**src/logic/pa_mux_pkg.sv**
```systemverilog
package pa_mux_pkg;

   localparam int PORT_W = 8;

   // Register offsets on the plain register port.
   localparam logic [3:0] OFF_PORT_OUT   = 4'h0;
   localparam logic [3:0] OFF_PORT_OE    = 4'h1;
   localparam logic [3:0] OFF_PORT_PIN   = 4'h2;
   localparam logic [3:0] OFF_ALT_CFG    = 4'h3;
   localparam logic [3:0] OFF_IFC_CFG    = 4'h4;
   localparam logic [3:0] OFF_FIFO_POL   = 4'h5;
   localparam logic [3:0] OFF_RESUME_CTL = 4'h6;
   localparam logic [3:0] OFF_PROC_CTL   = 4'h7;
   localparam logic [3:0] OFF_TRIG_TYPE  = 4'h8;
   localparam logic [3:0] OFF_STATUS     = 4'h9;

   // Field positions.
   localparam int PROC_CLOCK_OUTPUT_PIN_HIZ = 1;
   localparam int PROC_CLK_SPD_LO = 3;
   localparam int FIFO_POL_OE     = 4;
   localparam int FIFO_POL_COMMIT = 5;
   localparam int RESUME_EN       = 1;
   localparam int RESUME_POL      = 4;
   localparam int TRIG_ZERO       = 0;
   localparam int TRIG_ONE        = 1;

   // Reset values and the slave interface code.
   localparam logic [7:0] RST_BYTE     = 8'h00;
   localparam logic [1:0] RST_IFC      = 2'h0;
   localparam logic [1:0] IFC_SLAVE    = 2'h3;

   // Clock speed codes for the 48 MHz phase-locked source.
   localparam logic [1:0] SPD_12 = 2'h0;
   localparam logic [1:0] SPD_24 = 2'h1;
   localparam logic [1:0] SPD_48 = 2'h2;

   typedef enum logic [1:0] {
      PWR_RUN     = 2'b00,
      PWR_SUSPEND = 2'b01,
      PWR_WAKE    = 2'b11
   } pwr_t;

endpackage

```
**src/logic/pa_irq_if.sv**
```systemverilog
`timescale 1ns/10ps
`default_nettype none
interface pa_irq_if;
   logic pinLevel;
   logic enable;
   logic edgeMode;
   logic request;
   modport src (output pinLevel, output enable, output edgeMode, input request);
   modport det (input pinLevel, input enable, input edgeMode, output request);
endinterface
`default_nettype wire

```
**src/logic/ext_irq_detect.sv**
```systemverilog
`timescale 1ns/10ps
`default_nettype none
module ext_irq_detect
   import pa_mux_pkg::*;
(
   input  wire logic clk_sys,
   input  wire logic rst_b,
   input  wire logic clkEn,
   input  wire logic clear,
   pa_irq_if.det     irq
);

   typedef struct packed {
      logic prevLevel;
      logic edgeFlag;
   } det_t;

   det_t st_r;
   det_t st_nxt;

   // Active-low input: a falling edge or a low level requests.
   always_comb begin
      st_nxt = st_r;
      st_nxt.prevLevel = irq.pinLevel;
      if (clear) begin
         st_nxt.edgeFlag = 1'b0;
      end
      if (irq.enable && irq.edgeMode && st_r.prevLevel && !irq.pinLevel) begin
         st_nxt.edgeFlag = 1'b1;
      end
      if (!irq.enable) begin
         st_nxt.edgeFlag = 1'b0;
      end
   end

   always_ff @(posedge clk_sys or negedge rst_b) begin
      if (!rst_b) begin
         st_r <= '{prevLevel: 1'b1, edgeFlag: 1'b0};
      end else if (clkEn) begin
         st_r <= st_nxt;
      end
   end

   assign irq.request = irq.enable &&
                        (irq.edgeMode ? st_r.edgeFlag : !st_r.prevLevel);

endmodule
`default_nettype wire

```
**src/logic/port_a_pin_function_select.sv**
```systemverilog
// Added by the designer: strobed register access and the register offsets.
`timescale 1ns/10ps
`default_nettype none
module port_a_pin_function_select
   import pa_mux_pkg::*;
#(
   parameter int PW = PORT_W
) (
   input  wire logic          clk_sys,
   input  wire logic          rst_b,
   input  wire logic          clkEn,
   input  wire logic          clk48,
   input  wire logic [3:0]    regAddr,
   input  wire logic [7:0]    regWrData,
   input  wire logic          regWr,
   input  wire logic          regRd,
   output logic      [7:0]    regRdData,
   input  wire logic [PW-1:0] portAIn,
   output logic      [PW-1:0] portAOut,
   output logic      [PW-1:0] portAOe,
   input  wire logic          codeSourceSelect,
   input  wire logic [15:0]   fetchAddr,
   input  wire logic          fetchReq,
   output logic              fetchInternal,
   output logic              fetchExternal,
   input  wire logic          suspendReq,
   output logic              suspended,
   output logic              oscRestart,
   output logic              resumeIrq,
   output logic              extIrqZeroReq,
   output logic              extIrqOneReq,
   output logic              fifoReadOutputEnable,
   output logic      [1:0]    fifoSelect,
   output logic              packetCommitPulse,
   output logic              clockOutputPin,
   output logic              clockOutputOe,
   output logic      [1:0]    cpuClockSpeed
);

   localparam logic [15:0] LOW_CODE_TOP = 16'h3FFF;

   typedef struct packed {
      logic [7:0]    portOut;
      logic [7:0]    portOe;
      logic [7:0]    altCfg;
      logic [1:0]    ifcCfg;
      logic [7:0]    fifoPol;
      logic [7:0]    resumeCtl;
      logic [7:0]    procCtl;
      logic [7:0]    trigType;
      logic [7:0]    rdData;
      logic [7:0]    pinSample;
      pwr_t          pwr;
      logic          resumeAct;
      logic          commitPrev;
      logic          commitPulse;
      logic          oscRestart;
      logic          resumeIrq;
      logic          fetchInt;
      logic          fetchExt;
      logic          slaveOe;
      logic [1:0]    fifoSel;
      logic          irqZero;
      logic          irqOne;
      logic          clkOe;
      logic          clkPhase;
      logic [1:0]    clkDiv;
      logic [7:0]    padOut;
      logic [7:0]    padOe;
      logic [1:0]    irqClr;
   } state_t;

   state_t st_r;
   state_t st_nxt;

   pa_irq_if irqZeroIf ();
   pa_irq_if irqOneIf ();

   logic slaveMode;
   assign slaveMode = (st_r.ifcCfg == IFC_SLAVE);

   assign irqZeroIf.pinLevel = st_r.pinSample[0];
   assign irqZeroIf.enable   = st_r.altCfg[0];
   assign irqZeroIf.edgeMode = st_r.trigType[TRIG_ZERO];
   assign irqOneIf.pinLevel  = st_r.pinSample[1];
   assign irqOneIf.enable    = st_r.altCfg[1];
   assign irqOneIf.edgeMode  = st_r.trigType[TRIG_ONE];

   ext_irq_detect u_irq_zero (
      .clk_sys (clk_sys),
      .rst_b   (rst_b),
      .clkEn   (clkEn),
      .clear   (st_r.irqClr[0]),
      .irq     (irqZeroIf.det)
   );

   ext_irq_detect u_irq_one (
      .clk_sys (clk_sys),
      .rst_b   (rst_b),
      .clkEn   (clkEn),
      .clear   (st_r.irqClr[1]),
      .irq     (irqOneIf.det)
   );

   always_comb begin
      logic [7:0] altMask;
      logic       resumeLvl;
      logic       commitLvl;
      logic [1:0] spd;
      st_nxt = st_r;
      altMask = 8'h00;
      resumeLvl = 1'b0;
      commitLvl = 1'b0;
      spd = SPD_12;
      st_nxt.pinSample = portAIn;
      st_nxt.irqClr = 2'h0;
      st_nxt.rdData = 8'h00;

      // Register writes.
      if (regWr) begin
         unique case (regAddr)
            OFF_PORT_OUT:   st_nxt.portOut = regWrData;
            OFF_PORT_OE:    st_nxt.portOe = regWrData;
            OFF_ALT_CFG:    st_nxt.altCfg = regWrData;
            OFF_IFC_CFG:    st_nxt.ifcCfg = regWrData[1:0];
            OFF_FIFO_POL:   st_nxt.fifoPol = regWrData;
            OFF_RESUME_CTL: st_nxt.resumeCtl = regWrData;
            OFF_PROC_CTL:   st_nxt.procCtl = regWrData;
            OFF_TRIG_TYPE:  st_nxt.trigType = regWrData;
            OFF_STATUS:     st_nxt.irqClr = regWrData[1:0];
            default:        st_nxt.portOut = st_r.portOut;
         endcase
      end

      // Read data stands one cycle after the strobe; unmapped reads return zero.
      if (regRd) begin
         unique case (regAddr)
            OFF_PORT_OUT:   st_nxt.rdData = st_r.portOut;
            OFF_PORT_OE:    st_nxt.rdData = st_r.portOe;
            OFF_PORT_PIN:   st_nxt.rdData = st_r.pinSample;
            OFF_ALT_CFG:    st_nxt.rdData = st_r.altCfg;
            OFF_IFC_CFG:    st_nxt.rdData = {6'h00, st_r.ifcCfg};
            OFF_FIFO_POL:   st_nxt.rdData = st_r.fifoPol;
            OFF_RESUME_CTL: st_nxt.rdData = st_r.resumeCtl;
            OFF_PROC_CTL:   st_nxt.rdData = st_r.procCtl;
            OFF_TRIG_TYPE:  st_nxt.rdData = st_r.trigType;
            OFF_STATUS:     st_nxt.rdData = {3'h0, st_r.pwr == PWR_SUSPEND,
                                             st_r.resumeAct, 1'b0,
                                             irqOneIf.request, irqZeroIf.request};
            default:        st_nxt.rdData = 8'h00;
         endcase
      end

      // Code fetch steering for the low program space.
      st_nxt.fetchInt = fetchReq && (fetchAddr <= LOW_CODE_TOP) && !codeSourceSelect;
      st_nxt.fetchExt = fetchReq && ((fetchAddr > LOW_CODE_TOP) || codeSourceSelect);

      // Alternate functions of pins 0, 1, 2 and 4 to 6.
      altMask[0] = st_r.altCfg[0];
      altMask[1] = st_r.altCfg[1];
      if (slaveMode) begin
         altMask[2] = 1'b1;
         altMask[4] = 1'b1;
         altMask[5] = 1'b1;
         altMask[6] = 1'b1;
      end
      st_nxt.irqZero = irqZeroIf.request;
      st_nxt.irqOne  = irqOneIf.request;
      // Alternate pins are forced to input so the external master never fights us.
      st_nxt.padOut = st_r.portOut & ~altMask;
      st_nxt.padOe  = st_r.portOe & ~altMask;

      st_nxt.slaveOe = slaveMode && (st_r.pinSample[2] == st_r.fifoPol[FIFO_POL_OE]);
      st_nxt.fifoSel = slaveMode ? st_r.pinSample[5:4] : 2'h0;
      commitLvl = slaveMode && (st_r.pinSample[6] == st_r.fifoPol[FIFO_POL_COMMIT]);
      st_nxt.commitPrev = commitLvl;
      st_nxt.commitPulse = commitLvl && !st_r.commitPrev;

      // Alternate resume source on bit 3.
      resumeLvl = st_r.resumeCtl[RESUME_EN] &&
                  (st_r.pinSample[3] == st_r.resumeCtl[RESUME_POL]);
      st_nxt.resumeAct = resumeLvl;
      st_nxt.oscRestart = 1'b0;
      st_nxt.resumeIrq = 1'b0;
      unique case (st_r.pwr)
         PWR_RUN: begin
            if (suspendReq && !resumeLvl) begin
               st_nxt.pwr = PWR_SUSPEND;
            end
         end
         PWR_SUSPEND: begin
            // Any transition wakes, so a pin that changes while entering is not missed.
            if (st_r.resumeCtl[RESUME_EN] && (resumeLvl != st_r.resumeAct)) begin
               st_nxt.pwr = PWR_WAKE;
               st_nxt.oscRestart = 1'b1;
               st_nxt.resumeIrq = 1'b1;
            end
         end
         PWR_WAKE: st_nxt.pwr = PWR_RUN;
         default:  st_nxt.pwr = PWR_RUN;
      endcase

      // Clock output: clk48 at SPD_48, otherwise clk_sys divided by 2 at SPD_24 or by 4.
      spd = st_r.procCtl[PROC_CLK_SPD_LO +: 2];
      st_nxt.clkOe = !st_r.procCtl[PROC_CLOCK_OUTPUT_PIN_HIZ];
      st_nxt.clkDiv = st_r.clkDiv + 2'h1;
      unique case (spd)
         SPD_48:  st_nxt.clkPhase = clk48;
         SPD_24:  st_nxt.clkPhase = st_r.clkDiv[0];
         default: st_nxt.clkPhase = st_r.clkDiv[1];
      endcase
   end

   always_ff @(posedge clk_sys or negedge rst_b) begin
      if (!rst_b) begin
         st_r <= '0;
         st_r.pinSample <= 8'hFF;
         st_r.commitPrev <= 1'b0;
         st_r.pwr <= PWR_RUN;
         st_r.resumeAct <= 1'b0;
         st_r.clkOe <= 1'b1;
      end else if (clkEn) begin
         st_r <= st_nxt;
      end
   end

   assign regRdData            = st_r.rdData;
   assign portAOut             = st_r.padOut[PW-1:0];
   assign portAOe              = st_r.padOe[PW-1:0];
   assign fetchInternal        = st_r.fetchInt;
   assign fetchExternal        = st_r.fetchExt;
   assign suspended            = (st_r.pwr == PWR_SUSPEND);
   assign oscRestart           = st_r.oscRestart;
   assign resumeIrq            = st_r.resumeIrq;
   assign extIrqZeroReq        = st_r.irqZero;
   assign extIrqOneReq         = st_r.irqOne;
   assign fifoReadOutputEnable = st_r.slaveOe;
   assign fifoSelect           = st_r.fifoSel;
   assign packetCommitPulse    = st_r.commitPulse;
   assign clockOutputPin       = st_r.clkPhase;
   assign clockOutputOe        = st_r.clkOe;
   assign cpuClockSpeed        = st_r.procCtl[PROC_CLK_SPD_LO +: 2];

endmodule
`default_nettype wire

```
**config.mk**
```make
export PLATFORM = sky130hd
export DESIGN_NAME = port_a_pin_function_select
export DESIGN_NICKNAME = d
export VERILOG_FILES = /design/src/logic/pa_mux_pkg.sv /design/src/logic/pa_irq_if.sv /design/src/logic/ext_irq_detect.sv /design/src/logic/port_a_pin_function_select.sv
export SDC_FILE = /design/constraint.sdc
export NUM_CORES = 1
export LEC_CHECK = 0
export ABC_AREA = 1
export BUFFER_PORTS_ARGS = -buffer_cell sky130_fd_sc_hd__buf_2
export CORE_ASPECT_RATIO = 0.5
export CORE_MARGIN = 8
export CORE_UTILIZATION = 53
export CTS_BUF_LIST = sky130_fd_sc_hd__clkbuf_2 sky130_fd_sc_hd__clkbuf_4 sky130_fd_sc_hd__clkbuf_8
export DETAILED_ROUTE_END_ITERATION = 8
export PLACE_DENSITY_LB_ADDON = 0.08
export SYNTH_ARGS = -nofsm -noshare
export SYNTH_HDL_FRONTEND = slang
export SYNTH_SLANG_ARGS = --single-unit
```
**constraint.sdc**
```tcl
create_clock -name clk_sys -period 1.2 [get_ports clk_sys]
set_input_delay 0.12 -clock clk_sys [delete_from_list [all_inputs] [get_ports clk_sys]]
set_output_delay 0.12 -clock clk_sys [all_outputs]
set_load 0.05 [all_outputs]
```
# After elaboration in Yosys (flattened, before gate mapping)
# Cells that the tools add are included.
dict set report totals {
  output_inout_bits 39
  register_bits 114
  in_bits 45
  elab_cells 119
}
dict set report classes {
  bitwise_logic 3
  muxes 21
  add_sub_neg 1
  eq_ne 21
  magnitude_cmp 2
  n_reduce_logical 39
}
# op n
set op_table {}
lappend op_table {{$pmux 8 s10} 1}
lappend op_table {{$reduce_and 3->1} 9}
lappend op_table {{$logic_and 1x1->1} 17}
lappend op_table {{$and 8x8->8} 2}
lappend op_table {{$eq 4x3->1 const B} 4}
lappend op_table {{$gt 16x14->1 const B} 1}
lappend op_table {{$le 16x14->1 const B} 1}
lappend op_table {{$mux 2} 7}
lappend op_table {{$mux 1} 9}
lappend op_table {{$eq 4x2->1 const B} 2}
lappend op_table {{$eq 4x4->1 const B} 2}
lappend op_table {{$logic_not 1->1} 8}
lappend op_table {{$mux 8} 1}
lappend op_table {{$not 7->8} 1}
lappend op_table {{$ne 3x2->1 const B} 2}
lappend op_table {{$eq 2x1->1 const B} 2}
lappend op_table {{$eq 2x2->1 const B} 2}
lappend op_table {{$eq 4x1->1 const B} 1}
lappend op_table {{$logic_not 4->1} 1}
lappend op_table {{$pmux 2 s2} 1}
lappend op_table {{$reduce_and 2->1} 2}
lappend op_table {{$eq 1x1->1} 3}
lappend op_table {{$mux 3} 1}
lappend op_table {{$add 2x1->2 const B} 1}
lappend op_table {{6 further kinds} 6}

# Depth between registers and ports, before layout
dict set report logic_depth {
  ltp_word 6
  depth_mapped 9
}

# Hierarchy
# Synthesis repeated with hierarchy kept, for this count alone.
dict set report hier_totals {
  hier_cells 661
  area_unflattened_um2 5452.7
}
# mod cells_per_inst area_per_inst_um2 instances seq_area_each_um2
set by_module_without_submodules {}
lappend by_module_without_submodules {port_a_pin_function_select 625 5220.0 1 2738.9}
lappend by_module_without_submodules {ext_irq_detect 18 116.4 2 51.3}

# Worst setup path before layout
# OpenSTA, ideal clock, no wires.
dict set report synth_timing {
  kind {register -> register}
  startpoint {reg st_r[35] (netlist name)}
  endpoint {reg st_r, in the netlist regRdData[4]}
  stages_incl_launch_ff 8
  setup_ns 0.066
  arrival_ns 1.499
  t_required_ns 1.134
  setup_slack_ns -0.365
  cell_sequence {dfrtp_1 -> nor2_1 -> nand3_1 -> nand2_1 -> nor2_1 -> nand3_1 -> nand2_1 -> nand2_1}
}
dict set report synth_between {
  elab_chain_cells 3
}
# element line_no
set synth_rtl {}
lappend synth_rtl {{start, declared} port_a_pin_function_select.sv:73} ;# state_t st_r;
lappend synth_rtl {{start signal, assigned} port_a_pin_function_select.sv:223} ;# st_r <= st_nxt;
lappend synth_rtl {{$eq 2x1->1} n/a}
lappend synth_rtl {{named net suspended} port_a_pin_function_select.sv:27} ;# output logic suspended,
lappend synth_rtl {{$pmux 8 s10} port_a_pin_function_select.sv:137} ;# unique case (regAddr)
lappend synth_rtl {{$mux 8} port_a_pin_function_select.sv:136} ;# if (regRd) begin
# The timed path passes the listed nets, and every way through them passes these cells.
# A chain may end at the register's enable or synchronous reset.

# Worst setup path after layout
dict set report layout_timing {
  startpoint {reg st_r, in the netlist clockOutputOe}
  endpoint {out clockOutputOe}
}
# element line_no
set layout_rtl {}
lappend layout_rtl {{end, declared} port_a_pin_function_select.sv:36} ;# output logic clockOutputOe,
# No word-level cell between the ends.

==> flow_summary.ini <==
[min_path]
min_delay_path_depth = 4
min_to = clockOutputPin
min_path_type = input port to flop
min-delay-start = clk48

[layout]
num-nets-final = 795
drive_above_1_share = 0.251
final_cell_area_um2 = 6620
diodes = 0
area_growth_pct = 26.6
fin_cells = 896

[yosys]
synth_area_um2 = 5230
yosys.cell_types.count = 26
synth-seq-area-share = 0.543
yosys_warnings = 0
avgSynthCellArea_um2 = 8.08
netlist.area_leader.share = 0.488
synth_area_leaders = dfrtp_1, nand2_1, o21ai_0, nand3_1, dfstp_2
yosys.area.top_type = dfrtp_1
synthesis.nets = 694
synth-seq-cells = 113
syn_inst = 647

[floorplanning]
dieArea_um2 = 13500
num_rows = 25
die_w_um = 156
core_area_um2 = 9510
io_pins = 84
initial_core_util = 0.550
die-height_um = 86.2

[placed_design]
io_buffers = 69
dpl_worst_slack_ns = -0.158
dp.cells = 848
placed_cell_area_um2 = 5880
hpwl_um = 9890
gp_congestion = 0.905

[grt]
gr-total-overflow = 0
antenna_found_initial = 0
grt_util_all_layers = 0.218
grt_max_degree = 42
grt_pass1_wl_um = 22900
grt_pass1_vias = 4513

[sta]
setup_viol = 2
max_freq_mhz = 799
maxSlewViolCount = 0
finalHoldViolCount = 0
worst_pin_slew_ns = 0.398
fin_skew_ns = 0.0101
rsz0062_at_grt = true
slew_headroom = 0.733
timing.final.ws_setup_ns = -0.0523
hold_ws_ns = 0.0425
period_share = 1.04
min_period_ns = 1.25

[cts]
cts_num_sinks = 113
htreeDepth = 4
cts_buffer_depth = 2
cts_root_buffer = clkbuf_8
cts_tree = done
cts_buffers = 17
clk_pin_slew_ns = 0.07
insertion_delay_ns = 0.44

[detailed_routing]
dr.pass1.iters = 6
drt_iter0_markers = 359
vias = 4536
route.detailed.drc = 0
postRouteAntennaNets = 0
routed_wl_um = 13800
wl_per_cell_um = 15.4
vias_per_cell = 5.06

[power]
p_total_mw = 11.2
power.internal_mw = 7.45
combinationalPowerShare = 0.220
ir_drop_mv = 1.01
seq_power_share = 0.440
p_leak_nw = 3.44
swShare = 0.336
p_per_area_nw_per_um2 = 1690
clockPowerShare = 0.340
switchingPower_mw = 3.76

[worst_setup_path]
slowest_delay_ns = 0.55
worst_r2r_path_depth = 7
reg2reg_to = regRdData[0]
cp_slowest_cell = dfstp_2
path_buf_inv = 1
startpoint_type = flop
crit_arrival_ns = 1.13
critPathRequiredTime_ns = 1.08
worstReg2RegStart = u_irq_zero.st_r[1]
cp-end-kind = output port
crit_family = flip-flops
cp_max_fo = 2
path_cells = buf_8
r2r_setup_slack_ns = 0.03
worstSetupPathType = flop to output port

[status]
status = finished with violations
violations = setup timing

[job]
timing.max_cap.violations = 0
-- power by group through the flow --
stage	Clock [mW]	Sequential [mW]	Combinational, mW
after CTS	3.87	4.91	2.39
after global placement	0	4.93	2.17
after floorplan	0	4.97	1.55
final	3.81	4.93	2.46
after detailed placement	0	4.95	2.22
after global routing	4.04	5.01	2.70
-- area by class of cell --
cell class	instances	area, µm²
Fill cell	819	2890
Sequential cell	113	2850
Multi-Input combinational cell	443	1980
Timing Repair Buffer	133	1050
Clock buffer	18	241
Clock inverter	14	183
Tap cell	135	169
Inverter	40	150
-- layer usage --
metal / up-vias / routed length [µm] / track usage
met1: 2124 / 6700 / 0.301
met2: 148 / 5990 / 0.332
met3: 28 / 935 / 0.0546
li1: 2236 / - / -
met4: 0 / 194 / 0.0658
met5: - / 0 / 0
-- worst reg2reg max path, stage by stage (launching register included) --
cell     delay, ns
dfstp_2       0.56
nand2_2       0.06
nand3_2       0.07
nor2_1        0.05
nor2_1        0.12
nand3_1       0.09
nand2_1       0.08
nand2_1       0.05
-- cell families after synthesis --
logic type      count (synthesis)  share of synthesized area
fa+ha+maj                       2                    0.00479
simple gates                  352                      0.273
flops                         113                      0.543
buf+inv                        91                     0.0885
compound gates                 85                     0.0835
xor+xnor                        4                    0.00670
-- worst max path at each step --
| stage | from | endpoint | slack, ns | cells past startpoint |
|---|---|---|---|---|
| 2_1_floorplan | st_r[35] | regRdData[4] | 0.06 | 7 |
| 3_3_place_gp | regAddr[1] | st_r[98] | -0.10 | 8 |
| 3_5_place_dp | regAddr[1] | st_r[99] | -0.16 | 8 |
| 4_1_cts | clockOutputOe | clockOutputOe | -0.08 | 1 |
| 5_1_grt | clockOutputOe | clockOutputOe | -0.08 | 1 |
| 6_report | clockOutputOe | clockOutputOe | -0.05 | 1 |
-- timing repair --
item | in CTS | in global routing
pin swaps | 3 | 14
hold buffers | 13 | 0
cloned | 0 | 0
resized for setup | 32 | 28
setup buffers | 2 | 2
hold endpoints to repair | 113 | 0
setup endpoints to repair | 23 | 28
-- state kept, by name, indices dropped and copies added, names as in the netlist, 2 cells and up --
name	flops
cpuClockSpeed	2
fifoSelect	2
portAOe	8
portAOut	8
regRdData	8
st_r	66
u_irq_one.st_r	2
u_irq_zero.st_r	2
-- metrics by stage --
step / utilization / setup TNS (ns)
floorplan: - / 0
global placement: 0.618 / -1.73
detailed placement: 0.618 / -2.57
CTS: 0.686 / -0.148
global route: 0.696 / -0.298
finish: 0.696 / -0.0958
-- synth_stat cells --
master and n:
a21o_1 1, dfrtp_1 102, buf_2 10, nor3_1 3, inv_1 38, o32ai_1 1, nor2_1 41, o21ai_1 1
dfstp_2 11, nand4_1 2, a21boi_0 1, ha_1 2, o31ai_1 1, clkbuf_1 10, a21oi_1 5, buf_1 2
nand2_2 3, nand2_1 238, nand3_1 58, inv_2 2, nor2_2 6, and3_1 1, buf_4 29, o21ai_0 75
xnor2_1 2, xor2_1 2
-- placed cells by master (no fill, tap or decap), types with 3 or more instances in the layout --
cell and count:
nand2_1 236, buf_12 6, dfrtp_1 99, buf_4 62
clkbuf_4 16, a21oi_1 3, nor3_1 3, clkbuf_8 17
nor2_1 39, buf_8 3, nand3_2 4, clkinv_4 8
nand3_1 54, inv_2 5, dfrtp_2 3, buf_2 33
nand2_2 5, o21ai_0 74, dlygate4sd3_1 13, nor2_2 7
dfstp_2 11, inv_1 35, bufinv_16 3
Note: power is estimated with default switching activity, not from simulation.
